## src/rtl/int_ctrl_params.svh

```systemverilog
// register offsets, field positions, reset values and fixed figures of the interrupt controller
// assumes inclusion by the controller and the test bench only
`ifndef INT_CTRL_PARAMS_SVH
`define INT_CTRL_PARAMS_SVH
`define OFS_GLOBAL_CONTROL   12'h4D6
`define OFS_VECTOR_BASE      12'h45D
`define OFS_SOURCE_FLAG      12'h500
`define OFS_SOURCE_ENABLE    12'h504
`define OFS_PRIORITY_SELECT  12'h508
`define OFS_MODE_CONTROL     12'h50C
`define OFS_STATUS           12'h510
`define BIT_GLOBAL_HIGH      7
`define BIT_GLOBAL_LOW       6
`define BIT_PRIORITY_LEVELS  5
`define RST_GLOBAL_CONTROL   8'h07
`define RST_VECTOR_BASE      21'h000008
`define FIXED_VECTOR         21'h000008
`define VEC_SHIFT            2
`endif

```

## src/rtl/int_ctrl_pkg.sv

```systemverilog
// types shared by the interrupt controller
// assumes the params header sits beside it
package int_ctrl_pkg;
  typedef struct packed
  {
    logic [7:0] ctrl;
    logic [20:0] vbase;
    logic [2:0] flag;
    logic [2:0] en;
    logic [2:0] prio;
    logic       vec_en;
    logic [2:0] s1;
    logic [2:0] s2;
    logic [2:0] s3;
    logic [1:0] settled;
    logic       aw_full;
    logic [11:0] aw_addr;
    logic       w_full;
    logic [31:0] w_data;
    logic [3:0] w_strb;
    logic       bvalid;
    logic       rvalid;
    logic [31:0] rdata;
    logic [1:0] rresp;
    logic       irq_high;
    logic       irq_low;
    logic [20:0] vector;
  } ctl_state_t;
endpackage

```

## src/rtl/int_ctrl.sv

```systemverilog
// global enable, priority and external edge interrupt logic behind an axi4-lite slave
// assumes external pins are asynchronous; wake-up path is pure combinational from the flag flops
//
// Local design decision: the AXI4-Lite register port.
`timescale 1ns/1ps
`default_nettype none
`include "int_ctrl_params.svh"
// ----------------------------------------------------------------------------
// Summary of operation
// - after reset every source priority bit selects high priority
// - external inputs are edge triggered; select bit one rising, zero falling
// - the selected edge sets that input's flag bit
// - enable cleared blocks the interrupt while the flag still records edges
// - an enabled external interrupt wakes the processor from idle or sleep
// - after wake-up branch to vector only if global high enable set
// - with priority enable set, each external interrupt's level comes from its own priority bit
// - wake-up request rises for any enabled event, but only while clk_en is high
// - wake-up request ignores global enables; only source enables qualify it
// - wake-up path is combinational from the flags, but pin edges set flags only while clk_en is high
// - vector table disabled means table ordering has no servicing effect
// - table and priorities both off sends every interrupt to 0008h
// - priorities off: global enable passes all enabled sources, else none
// - priorities on: global high gates high and is needed for low too
// - priorities on: global low gates low priority interrupts only
// - priorities off: global low enable reads back as zero
// - priority enable set gives two levels; cleared all are high
// ----------------------------------------------------------------------------
module int_ctrl
  import int_ctrl_pkg::*;
(
  // clock and reset
  input  wire logic        clk_sys,
  input  wire logic        reset,
  input  wire logic        clk_en,
  // external interrupt pins
  input  wire logic [2:0]  ext_interrupt_pin,
  // cpu side
  output logic             irq_high,
  output logic             irq_low,
  output logic [20:0]      vector_addr,
  output logic             wake_request,
  // axi4-lite slave
  input  wire logic [11:0] s_awaddr,
  input  wire logic        s_awvalid,
  output logic             s_awready,
  input  wire logic [31:0] s_wdata,
  input  wire logic [3:0]  s_wstrb,
  input  wire logic        s_wvalid,
  output logic             s_wready,
  output logic [1:0]       s_bresp,
  output logic             s_bvalid,
  input  wire logic        s_bready,
  input  wire logic [11:0] s_araddr,
  input  wire logic        s_arvalid,
  output logic             s_arready,
  output logic [31:0]      s_rdata,
  output logic [1:0]       s_rresp,
  output logic             s_rvalid,
  input  wire logic        s_rready
);
  ctl_state_t q;
  ctl_state_t next_q;
  logic       pe;
  logic [2:0] edge_hit;
  logic [2:0] pend;
  logic       wr_go;
  logic       rd_go;
  logic [7:0] ctrl_rd;
  // ----------------------------------------------------------------------------
  // edge detection
  // ----------------------------------------------------------------------------
  genvar gi;
  generate
    for (gi = 0; gi < 3; gi++)
    begin : g_edge
      // s3 holds the previous synchronised level, s2 the newest; s1 is read only by s2
      // no edges until the history is filled, so a pin idling high after reset is no edge
      assign edge_hit[gi] = &q.settled & (q.ctrl[gi] ? (q.s2[gi] & ~q.s3[gi])
                                                     : (~q.s2[gi] & q.s3[gi]));
    end
  endgenerate
  assign pe      = q.ctrl[`BIT_PRIORITY_LEVELS];
  assign pend    = q.flag & q.en;
  assign wr_go   = q.aw_full & q.w_full & ~q.bvalid;
  assign rd_go   = s_arvalid & ~q.rvalid;
  // global low reads zero while levels are off
  assign ctrl_rd = {q.ctrl[7], q.ctrl[6] & pe, q.ctrl[5], 2'h0, q.ctrl[2:0]};
  // ----------------------------------------------------------------------------
  // wake-up: combinational from flags and enables, no clock needed
  // ----------------------------------------------------------------------------
  assign wake_request = |pend;
  // ----------------------------------------------------------------------------
  // next state
  // ----------------------------------------------------------------------------
  always_comb
  begin
    logic [2:0] hp;
    logic [2:0] lp;
    logic [31:0] wd;
    hp = 3'h0;
    lp = 3'h0;
    wd = 32'h0;
    next_q = q;
    next_q.s1 = ext_interrupt_pin;
    next_q.s2 = q.s1;
    next_q.s3 = q.s2;
    if (q.settled != 2'h3)
      next_q.settled = q.settled + 2'h1;
    // priority split
    hp = pe ? (pend & q.prio) : pend;
    lp = pe ? (pend & ~q.prio) : 3'h0;
    next_q.irq_high = q.ctrl[`BIT_GLOBAL_HIGH] & |hp;
    next_q.irq_low  = q.ctrl[`BIT_GLOBAL_HIGH] & q.ctrl[`BIT_GLOBAL_LOW] & |lp;
    // table vectoring off means one fixed address; ordering ignored
    if (!q.vec_en)
      next_q.vector = `FIXED_VECTOR;
    else if (|hp)
      next_q.vector = q.vbase + (hp[0] ? 21'h0 : hp[1] ? 21'h2 : 21'h4);
    else
      next_q.vector = q.vbase + (lp[0] ? 21'h0 : lp[1] ? 21'h2 : 21'h4);
    // write channel capture
    if (s_awvalid && !q.aw_full)
    begin
      next_q.aw_full = 1'b1;
      next_q.aw_addr = s_awaddr;
    end
    if (s_wvalid && !q.w_full)
    begin
      next_q.w_full = 1'b1;
      next_q.w_data = s_wdata;
      next_q.w_strb = s_wstrb;
    end
    // flags: the set wins over a software clear in the same cycle
    next_q.flag = q.flag;
    if (wr_go)
    begin
      wd = q.w_data;
      next_q.aw_full = 1'b0;
      next_q.w_full  = 1'b0;
      next_q.bvalid  = 1'b1;
      if (q.w_strb[0])
      begin
        unique case (q.aw_addr)
          `OFS_GLOBAL_CONTROL:  next_q.ctrl = {wd[7:5], 2'h0, wd[2:0]};
          `OFS_VECTOR_BASE:     next_q.vbase[7:0] = wd[7:0];
          `OFS_SOURCE_FLAG:     next_q.flag = wd[2:0];
          `OFS_SOURCE_ENABLE:   next_q.en = wd[2:0];
          `OFS_PRIORITY_SELECT: next_q.prio = wd[2:0];
          `OFS_MODE_CONTROL:    next_q.vec_en = wd[0];
          default:              next_q.vec_en = q.vec_en;
        endcase
      end
      if (q.aw_addr == `OFS_VECTOR_BASE && q.w_strb[1])
        next_q.vbase[15:8] = wd[15:8];
      if (q.aw_addr == `OFS_VECTOR_BASE && q.w_strb[2])
        next_q.vbase[20:16] = wd[20:16];
    end
    next_q.flag = next_q.flag | edge_hit;
    if (q.bvalid && s_bready)
      next_q.bvalid = 1'b0;
    // read channel
    if (q.rvalid && s_rready)
      next_q.rvalid = 1'b0;
    if (rd_go)
    begin
      next_q.rvalid = 1'b1;
      next_q.rresp  = 2'h0;
      unique case (s_araddr)
        `OFS_GLOBAL_CONTROL:  next_q.rdata = {24'h0, ctrl_rd};
        `OFS_VECTOR_BASE:     next_q.rdata = {11'h0, q.vbase};
        `OFS_SOURCE_FLAG:     next_q.rdata = {29'h0, q.flag};
        `OFS_SOURCE_ENABLE:   next_q.rdata = {29'h0, q.en};
        `OFS_PRIORITY_SELECT: next_q.rdata = {29'h0, q.prio};
        `OFS_MODE_CONTROL:    next_q.rdata = {31'h0, q.vec_en};
        `OFS_STATUS:          next_q.rdata = {29'h0, q.irq_low, q.irq_high, wake_request};
        default:
        begin
          next_q.rdata = 32'h0;
          next_q.rresp = 2'h2;
        end
      endcase
    end
  end
  // ----------------------------------------------------------------------------
  // state register
  // ----------------------------------------------------------------------------
  always_ff @(posedge clk_sys)
  begin
    if (reset)
    begin
      q       <= '0;
      q.ctrl  <= `RST_GLOBAL_CONTROL;
      q.vbase <= `RST_VECTOR_BASE;
      q.prio  <= 3'h7;
      q.vector <= `FIXED_VECTOR;
    end
    else if (clk_en)
      q <= next_q;
  end
  assign irq_high    = q.irq_high;
  assign irq_low     = q.irq_low;
  assign vector_addr = q.vector;
  assign s_awready   = ~q.aw_full;
  assign s_wready    = ~q.w_full;
  assign s_bvalid    = q.bvalid;
  assign s_bresp     = 2'h0;
  assign s_arready   = ~q.rvalid;
  assign s_rvalid    = q.rvalid;
  assign s_rdata     = q.rdata;
  assign s_rresp     = q.rresp;
endmodule
`default_nettype wire

```

## config.mk

```make
export PLATFORM = sky130hd
export DESIGN_NAME = int_ctrl
export DESIGN_NICKNAME = d
export VERILOG_FILES = /design/src/rtl/int_ctrl_pkg.sv /design/src/rtl/int_ctrl.sv
export VERILOG_INCLUDE_DIRS = /design/src /design/src/rtl
export SDC_FILE = /design/constraint.sdc
export NUM_CORES = 1
export LEC_CHECK = 0
export ABC_AREA = 1
export CORE_MARGIN = 2
export CORE_UTILIZATION = 45
export DETAILED_ROUTE_END_ITERATION = 16
export DONT_BUFFER_PORTS = 1
export HOLD_SLACK_MARGIN = 0.05
export PLACE_DENSITY_LB_ADDON = 0.05
export SYNTH_ARGS = -nofsm -noshare
export SYNTH_HDL_FRONTEND = slang
export SYNTH_SLANG_ARGS = --single-unit
export TNS_END_PERCENT = 50
```

## constraint.sdc

```tcl
create_clock -name clk_sys -period 5.7 [get_ports clk_sys]
set_input_delay 0.285 -clock clk_sys [delete_from_list [all_inputs] [get_ports clk_sys]]
set_output_delay 0.285 -clock clk_sys [all_outputs]
set_load 0.02 [all_outputs]
```

==> out/summary.log, run 1 <==
INFO  run_status     run_status=complete, no violations
INFO  timing         finalWorstSetupSlack=2940ps
INFO  global_route   grt_pass1_wl=25200um
INFO  synth          synth_ff_type=sky130_fd_sc_hd__dfxtp_1
INFO  floorplanning  rows=43
INFO  synth          synth_xor_xnor_area_share=0.135%
INFO  worst_setup_path critical_path.endpoint_type=flip-flop
INFO  floorplanning  core=14000um2
INFO  worst_setup_path timing.setup.critical_path_class=flip-flop to flip-flop
INFO  floorplanning  dieHeight=124um
INFO  min_path       worstHoldPathType=primary input to flip-flop
INFO  floorplanning  number_of_ports_placed_on_the_die_boundary=136
INFO  place          gpl.final_weighted_congestion=0.845
INFO  layout         multi_input_comb_area=2950um2
INFO  timing         setup_violations=0
INFO  synth          synth-compound-area-share=16.0%
INFO  synth          synth-adder-area-share=0.889%
INFO  timing         max_clock_freq=0.363GHz
INFO  worst_setup_path worst_path_max_delay_cell=sky130_fd_sc_hd__fa_1
INFO  global_route   grt_max_degree=52
INFO  pwr            static-leakage-power=2.91nW
INFO  global_route   grt_remaining_overflow=0
INFO  place          dp_hpwl=11100um
INFO  route          antenna_left=0
INFO  synth          yosysSeqAreaShare=41.1%
INFO  timing         finalWorstPathRequiredPeriod=2760ps
INFO  flow_run       maxCapViolCount=0
INFO  timing         final.setup.tns=0ps
INFO  layout         regArea=2660um2
INFO  layout         final.fill_count=1423
INFO  synth          postSynthCellCount=919
INFO  global_route   antenna_found_initial=0
INFO  layout         post_route_cells_drive_above_1_share=7.02%
INFO  route          drt-total-wl=15800um
INFO  timing         worst_slew_slack_as_a_fraction_of_its_limit=26.8%
INFO  worst_setup_path launching_element_of_the_worst_setup_path=ctrl_rd[5]
INFO  timing         timing.clock.skew=9.98ps
INFO  worst_setup_path worst_setup_ep=vector_addr[17]
INFO  timing         worstMarginPinSlew=1100ps
INFO  worst_setup_path critical_path_required=6000ps
INFO  synth          post_synth_mux_area_share=0%
INFO  route          drtPass1Iterations=6
INFO  clock_tree     numClockSinks=133
INFO  route          routed_wire_length_per_instance=14.6um
INFO  place          dp_worst_setup_slack=2970ps
INFO  synth          synth.yosys.warnings=0
INFO  worst_setup_path rrSetupSlack=2940ps
INFO  worst_setup_path worst_r2r_path_depth=14
INFO  synth          ys_ff_latch=133
INFO  clock_tree     clkTransAtPathRegs=50ps
INFO  worst_setup_path critical_path.max_fanout=6
INFO  global_route   globalRouteTotalUtil=21.5%
INFO  clock_tree     clock_tree_buffer_depth=2
INFO  timing         final_min_period_over_clock_period=48.4%
INFO  synth          synth_top_cell_area_share=41.1%
INFO  synth          async_reset_ff_share=0%
INFO  floorplanning  fp.dieArea=15400um2
INFO  synth          synth.largest_area_cell=sky130_fd_sc_hd__dfxtp_1
INFO  worst_setup_path critical_path.max_stage_delay=440ps
INFO  layout         final_nets=961
INFO  worst_setup_path crit_path_start_kind=flip-flop
INFO  floorplanning  floorplan.initialDensity=46.3%
INFO  synth          syn_area_per_cell=7.05um2
INFO  clock_tree     ctsRootBufferMaster=sky130_fd_sc_hd__clkbuf_16
INFO  route          vias=5542
INFO  layout         number_of_diodes_added_for_antenna_fixing=0
INFO  synth          synth_enable_flop_cells=0
INFO  timing         rsz_0062_raised_after_global_routing=false
INFO  synth          synthTopCellsByArea=sky130_fd_sc_hd__dfxtp_1, sky130_fd_sc_hd__nor2_1, sky130_fd_sc_hd__nand2_1
INFO  route          dr.first_iter.drc_count=391
INFO  worst_setup_path worstReg2RegEnd=vector_addr[17]
INFO  floorplanning  chipWidth=124um
INFO  synth          post_synthesis_simple_gate_area_fraction=27.8%
INFO  clock_tree     cts.repair.resized=0
INFO  synth          synth_cell_type_count=43
INFO  worst_setup_path path_common_cell=sky130_fd_sc_hd__nand2_1
INFO  timing         hold_viol_final=0
INFO  synth          synth_cell_area=6480um2
INFO  timing         max_slew_violation_total_from_the_final_report=0
INFO  clock_tree     clkLatencyLatePin=420ps
INFO  route          post-route-drc-count=0
INFO  synth          synth_top_family_by_area=simple AND/OR/NAND/NOR gates
INFO  pwr            irDropWorstVdd=0.214mV
INFO  clock_tree     clock_tree.htree_level_count=4
INFO  clock_tree     cts_buffers=17
INFO  clock_tree     cts_tree=done
INFO  place          portBuffers=0
INFO  worst_setup_path timing.critical_path.arrival=3060ps
INFO  layout         syn2layout_area_growth=9.79%
INFO  global_route   grt_pass1_vias=5153
INFO  worst_setup_path rr_startpoint=ctrl_rd[5]
INFO  pwr            power_per_cell_area=326nW/um2
INFO  route          avgViaCountPerCell=5.14
INFO  worst_setup_path crit_path_cell_trace=inv_1 -> nor3_1 -> a32o_1 -> ha_1 -> inv_1 -> fa_1 -> nor2_4 -> nand2_1 -> nor2_2 -> nand2_1 -> nor2_1 -> nand2_1 -> o21ai_1 -> a21oi_1
==> metrics by stage <==
stage                     total power, mW  area, um2  hold slack (ps)  util, %  cells
after detailed placement             1.10       6180              358     44.2   1021
after CTS                            2.34       7110             50.4     50.8   1078
after floorplan                      1.09       6530              420        -    932
after global placement               1.10       6180              359     44.2   1021
after global routing                 2.40       7110             68.7     50.8   1078
final                                2.32       7110             59.9     50.8   1078
==> worst min-delay path by stage <==
stage / start / endpoint / slack (ps) / cells after the start
floorplan: ext_interrupt_pin[0] / next_q[114] / 420 / 2
global placement: reset / vector_addr[14] / 360 / 1
detailed placement: reset / vector_addr[14] / 360 / 1
CTS: clk_en / q[128] / 50 / 3
global route: s_wdata[12] / q[75] / 70 / 2
finish: s_wdata[12] / q[75] / 60 / 2
==> timing repair <==
item                                   CTS  global route
endpoints found under the hold margin   75             0
hold buffers                            26             0
buffers inserted                         0             0
==> final cells by class <==
cell class / count / area share [%]
Tap cell: 180 / 3.17
Multi-Input combinational cell: 620 / 41.5
Clock inverter: 7 / 2.34
Sequential cell: 133 / 37.4
Inverter: 85 / 4.49
Clock buffer: 24 / 6.91
Timing Repair Buffer: 29 / 4.12
==> critical path, delay by kind of cell (launching register included) <==
family	cells	cell delay, ps
compound gates	3	470
simple gates	7	1010
fa+ha+maj	2	600
flops	1	370
buf+inv	2	180
==> synth_stat cells, types with 2 or more instances <==
cell                         n
sky130_fd_sc_hd__clkbuf_1   24
sky130_fd_sc_hd__nand3_2     2
sky130_fd_sc_hd__nand2_1   146
sky130_fd_sc_hd__nand2_2     4
sky130_fd_sc_hd__buf_4      58
sky130_fd_sc_hd__inv_2       5
sky130_fd_sc_hd__dfxtp_1   133
sky130_fd_sc_hd__o22ai_1     3
sky130_fd_sc_hd__nor3_4      2
sky130_fd_sc_hd__ha_1        3
sky130_fd_sc_hd__nand3_1    57
sky130_fd_sc_hd__o21ai_1     2
sky130_fd_sc_hd__a21oi_1    80
sky130_fd_sc_hd__buf_2       9
sky130_fd_sc_hd__o21ai_0    94
sky130_fd_sc_hd__nor2_1    148
sky130_fd_sc_hd__nor3_2      4
sky130_fd_sc_hd__o211ai_1    4
sky130_fd_sc_hd__nor2_2      6
sky130_fd_sc_hd__nand4_1    18
sky130_fd_sc_hd__inv_1      79
sky130_fd_sc_hd__nor3_1     11
sky130_fd_sc_hd__o21bai_1    3
sky130_fd_sc_hd__o21a_1      3
sky130_fd_sc_hd__nor2_4      3
==> power by group <==
part	switching [mW]	internal (mW)
combinational	0.0848	0.0414
sequential	0.0192	0.957
clock	0.393	0.822
total	0.497	1.82
==> kinds of logic (layout without fill, tap and decap cells) <==
logic type,Yosys count,in the layout
other,1,14
buffers and inverters,179,145
xor gates and xnor gates,1,1
AOI/OAI and AO/OA,195,195
adders and majority gates,4,4
and+or+nand+nor,406,406
DFF,133,133
==> registers in the layout, summed over array words and instances, names as in the netlist <==
| name | cells |
|---|---|
| q | 75 |
| s_rresp | 1 |
| ctrl_rd | 5 |
| next_q | 6 |
| irq_low | 1 |
| s_bvalid | 1 |
| irq_high | 1 |
| s_rdata | 21 |
| vector_addr | 21 |
| s_rvalid | 1 |
==> routing by layer <==
metal,share of wire (%),GRT usage [%]
met5,0,0
met4,1.5,7.87
met2,42,32.2
met1,50,29.8
met3,6.5,5.36
==> placed cells by master (no fill, tap or decap), types with 2 or more instances in the layout <==
cell | netlist | final
sky130_fd_sc_hd__nand3_1 | 57 | 57
sky130_fd_sc_hd__nand3_2 | 2 | 2
sky130_fd_sc_hd__nor3_2 | 4 | 4
sky130_fd_sc_hd__o22ai_1 | 3 | 3
sky130_fd_sc_hd__clkbuf_16 | 0 | 17
sky130_fd_sc_hd__nand2_1 | 146 | 146
sky130_fd_sc_hd__o21a_1 | 3 | 3
sky130_fd_sc_hd__ha_1 | 3 | 3
sky130_fd_sc_hd__nand4_1 | 18 | 18
sky130_fd_sc_hd__buf_4 | 58 | 3
sky130_fd_sc_hd__dlygate4sd3_1 | 0 | 25
sky130_fd_sc_hd__inv_2 | 5 | 5
sky130_fd_sc_hd__bufinv_16 | 0 | 5
sky130_fd_sc_hd__dfxtp_1 | 133 | 133
sky130_fd_sc_hd__nand2_2 | 4 | 4
sky130_fd_sc_hd__inv_1 | 79 | 79
sky130_fd_sc_hd__conb_1 | 1 | 14
sky130_fd_sc_hd__nor3_1 | 11 | 11
sky130_fd_sc_hd__o21ai_1 | 2 | 2
sky130_fd_sc_hd__clkbuf_1 | 24 | 3
sky130_fd_sc_hd__o211ai_1 | 4 | 4
sky130_fd_sc_hd__clkbuf_8 | 0 | 4
sky130_fd_sc_hd__o21ai_0 | 94 | 94
sky130_fd_sc_hd__o21bai_1 | 3 | 3
sky130_fd_sc_hd__a21oi_1 | 80 | 80
sky130_fd_sc_hd__nor2_2 | 6 | 6
sky130_fd_sc_hd__nor3_4 | 2 | 2
sky130_fd_sc_hd__nor2_4 | 3 | 3
sky130_fd_sc_hd__nor2_1 | 148 | 148
No activity file was read; power rests on OpenSTA's default activity.
==> run 2, diff against run 1 <==
Clock period 5.7 ns to 2.87 ns, I/O delays scaled along.
==> run 2 against run 1 <==
Net effect:
- combinational power increased by 120%
- sequential power increased by 99%
- non-clock buffer count increased by 22
- count of clock-buffer cells in the layout increased by 1
- clock power increased by 78%
- sequential share of layout area decreased by 0.85 points
- critical path type unchanged
- via count increased by 2.6%
- core utilization increased by 1.2 points
- cell area increased by 2.4%
==> out/summary.log, run 2 (same netlist as run 1, synthesis figures left out) <==
INFO  worst_setup_path critical_path.max_fanout=5 [-1]
INFO  clock_tree     clkTransAtPathRegs=60ps [about the same]
INFO  layout         final.fill_count=1381 [-3.0%]
INFO  route          routed_wire_length_per_instance=14.5um [-1.2%]
INFO  route          vias=5688 [+2.6%]
INFO  global_route   grt_remaining_overflow=0 [unchanged]
INFO  worst_setup_path timing.critical_path.arrival=2990ps [-70 ps]
INFO  layout         most-common-layout-cells=sky130_fd_sc_hd__nor2_1, sky130_fd_sc_hd__nand2_1, sky130_fd_sc_hd__dfxtp_1
INFO  global_route   grt_max_degree=52 [unchanged]
INFO  worst_setup_path timing.setup.critical_path_class=flip-flop to flip-flop
INFO  worst_setup_path critical_path_required=3220ps [-2780 ps]
INFO  timing         timing.clock.skew=7.37ps [-2.61 ps]
INFO  timing         finalWorstSetupSlack=235ps [-2710 ps]
INFO  timing         worstMarginPinSlew=806ps [-291 ps]
INFO  floorplanning  core=14000um2 [unchanged]
INFO  worst_setup_path cpLargestDelayFamily=simple AND/OR/NAND/NOR gates
INFO  place          gpl.final_weighted_congestion=0.852 [+0.89%]
INFO  place          placed_cell_area=6190um2 [+0.12%]
INFO  worst_setup_path worst_setup_ep=vector_addr[14]
INFO  timing         hold_viol_final=0 [unchanged]
INFO  worst_setup_path launching_element_of_the_worst_setup_path=q[127]
INFO  worst_setup_path rrSetupSlack=240ps [-2710 ps]
INFO  worst_setup_path path_common_cell=sky130_fd_sc_hd__nand2_1
INFO  flow_run       maxCapViolCount=0 [unchanged]
INFO  timing         max_slew_violation_total_from_the_final_report=0 [unchanged]
INFO  floorplanning  number_of_ports_placed_on_the_die_boundary=136 [unchanged]
INFO  layout         largest_register_ff_count=75 [unchanged]
INFO  pwr            power_per_cell_area=603nW/um2 [+85%]
INFO  global_route   antenna_found_initial=0 [unchanged]
INFO  timing         max_clock_freq=0.380GHz [+4.7%]
INFO  worst_setup_path critical_path.endpoint_type=flip-flop
INFO  route          dr.first_iter.drc_count=374 [-4.3%]
INFO  worst_setup_path timing.critical_path.buf_inv=1 [-1]
INFO  worst_setup_path critical_path.max_stage_delay=410ps [-30 ps]
INFO  place          dp_worst_setup_slack=155ps [-2820 ps]
INFO  global_route   grt_pass1_vias=5281 [+2.5%]
INFO  place          portBuffers=0 [unchanged]
INFO  clock_tree     ctsRootBufferMaster=sky130_fd_sc_hd__clkbuf_16
INFO  route          post-route-drc-count=0 [unchanged]
INFO  clock_tree     numClockSinks=133 [unchanged]
INFO  worst_setup_path crit_path_cell_trace=nand2_1 -> nor3_1 -> nor2_1 -> o21ai_0 -> inv_1 -> ha_1 -> nand2_1 -> a21oi_4 -> nand2_4 -> nor2_4 -> nand2_1 -> o21bai_1 -> nand2_1 -> a21oi_2
INFO  layout         final_common_cell=sky130_fd_sc_hd__nor2_1
INFO  worst_setup_path crit_path_start_kind=flip-flop
INFO  global_route   globalRouteTotalUtil=21.7% [+0.22 points]
INFO  min_path       worstHoldPathType=primary input to flip-flop
INFO  layout         final_nets=983 [+2.3%]
INFO  route          antenna_left=0 [unchanged]
INFO  timing         finalWorstPathRequiredPeriod=2630ps [-123 ps]
INFO  clock_tree     clock_tree.htree_level_count=4 [unchanged]
INFO  pwr            p_total=4.39mW [+89%]
INFO  timing         rsz_0062_raised_after_global_routing=false
INFO  clock_tree     cts_tree=done
INFO  floorplanning  floorplan.initialDensity=46.3% [unchanged]
INFO  floorplanning  dieHeight=124um [unchanged]
INFO  route          drtPass1Iterations=5 [-1]
INFO  floorplanning  fp.dieArea=15400um2 [unchanged]
INFO  layout         final_util=52.0% [+1.2 points]
INFO  place          dp_hpwl=11300um [+1.2%]
INFO  clock_tree     clkLatencyLatePin=420ps [about the same]
INFO  timing         final.setup.tns=0ps [unchanged]
INFO  route          avgViaCountPerCell=5.17 [+0.49%]
INFO  timing         setup_violations=0 [unchanged]
INFO  worst_setup_path worstReg2RegEnd=vector_addr[14]
INFO  worst_setup_path worst_path_max_delay_cell=sky130_fd_sc_hd__dfxtp_1
INFO  timing         final_min_period_over_clock_period=91.8% [+43 points]
INFO  clock_tree     cts_buffers=17 [unchanged]
INFO  clock_tree     postCtsSetupRepairBufs=0 [unchanged]
INFO  route          drt-total-wl=15900um [+0.95%]
INFO  worst_setup_path worst_r2r_path_depth=14 [unchanged]
INFO  layout         post_route_cells_drive_above_1_share=7.49% [+0.48 points]
INFO  layout         final_area=7280um2 [+2.4%]
INFO  layout         number_of_diodes_added_for_antenna_fixing=0 [unchanged]
INFO  pwr            irDropWorstVdd=0.390mV [+83%]
INFO  clock_tree     clock_tree_buffer_depth=2 [unchanged]
INFO  layout         syn2layout_area_growth=12.4%
INFO  pwr            static-leakage-power=2.98nW [+2.5%]
INFO  layout         largest_register=q
INFO  global_route   grt_pass1_wl=25600um [+1.8%]
INFO  floorplanning  rows=43 [unchanged]
INFO  floorplanning  chipWidth=124um [unchanged]
INFO  run_status     run_status=complete, no violations
INFO  timing         worst_slew_slack_as_a_fraction_of_its_limit=46.1% [+19 points]
INFO  worst_setup_path worst-path-stages=14 [unchanged]
INFO  worst_setup_path rr_startpoint=q[127]
==> run 2: cell type report <==
cell class | count | area, um2 | share of cell area (%)
Tap cell | 180 | 225 | 3.09
Clock buffer | 25 | 505 | 6.94
Timing Repair Buffer | 51 | 510 | 7.01
Clock inverter | 7 | 93.8 | 1.29
Sequential cell | 133 | 2660 | 36.6
Inverter | 85 | 319 | 4.38
Multi-Input combinational cell | 620 | 2960 | 40.7
==> run 2: tightest hold or removal path, delay by kind of cell <==
family | cells | cell delay [ps]
compound gates | 1 | 140
simple gates | 2 | 190
==> run 2: per-stage QoR <==
stage                     instances  hold WS (ps)
after CTS                      1101          64.6
after global placement         1022           217
after global routing           1101           108
after floorplan                 932           278
final                          1101          79.4
after detailed placement       1022           218
==> run 2: repair_timing <==
action | CTS | global route
hold buffers | 47 | 0
endpoints found under the hold margin | 97 | 0
endpoints found under the setup margin | 0 | 5
resized for setup | 0 | 4
==> run 2: report_power, final <==
group	internal, mW	switching, mW
Sequential	1.90	0.0385
Clock	1.39	0.780
Combinational	0.102	0.174
Total	3.40	0.993
==> run 2: worst min path at each step <==
stage / startpoint / to / slack [ps] / depth (start not counted)
after floorplan: ext_interrupt_pin[0] / next_q[114] / 280 / 2
after global placement: reset / vector_addr[14] / 220 / 1
after detailed placement: reset / vector_addr[14] / 220 / 1
after CTS: clk_en / q[133] / 60 / 3
after global routing: clk_en / q[133] / 110 / 3
final: clk_en / q[133] / 80 / 3
==> run 2: routing by layer <==
| layer | vias up | GRT usage [%] | wire [um] |
|---|---|---|---|
| met5 | - | 0 | 0 |
| met4 | 0 | 7.16 | 281 |
| met3 | 24 | 6.27 | 1140 |
| met2 | 187 | 32.8 | 6680 |
| met1 | 2571 | 29.7 | 7800 |
| li1 | 2906 | - | - |
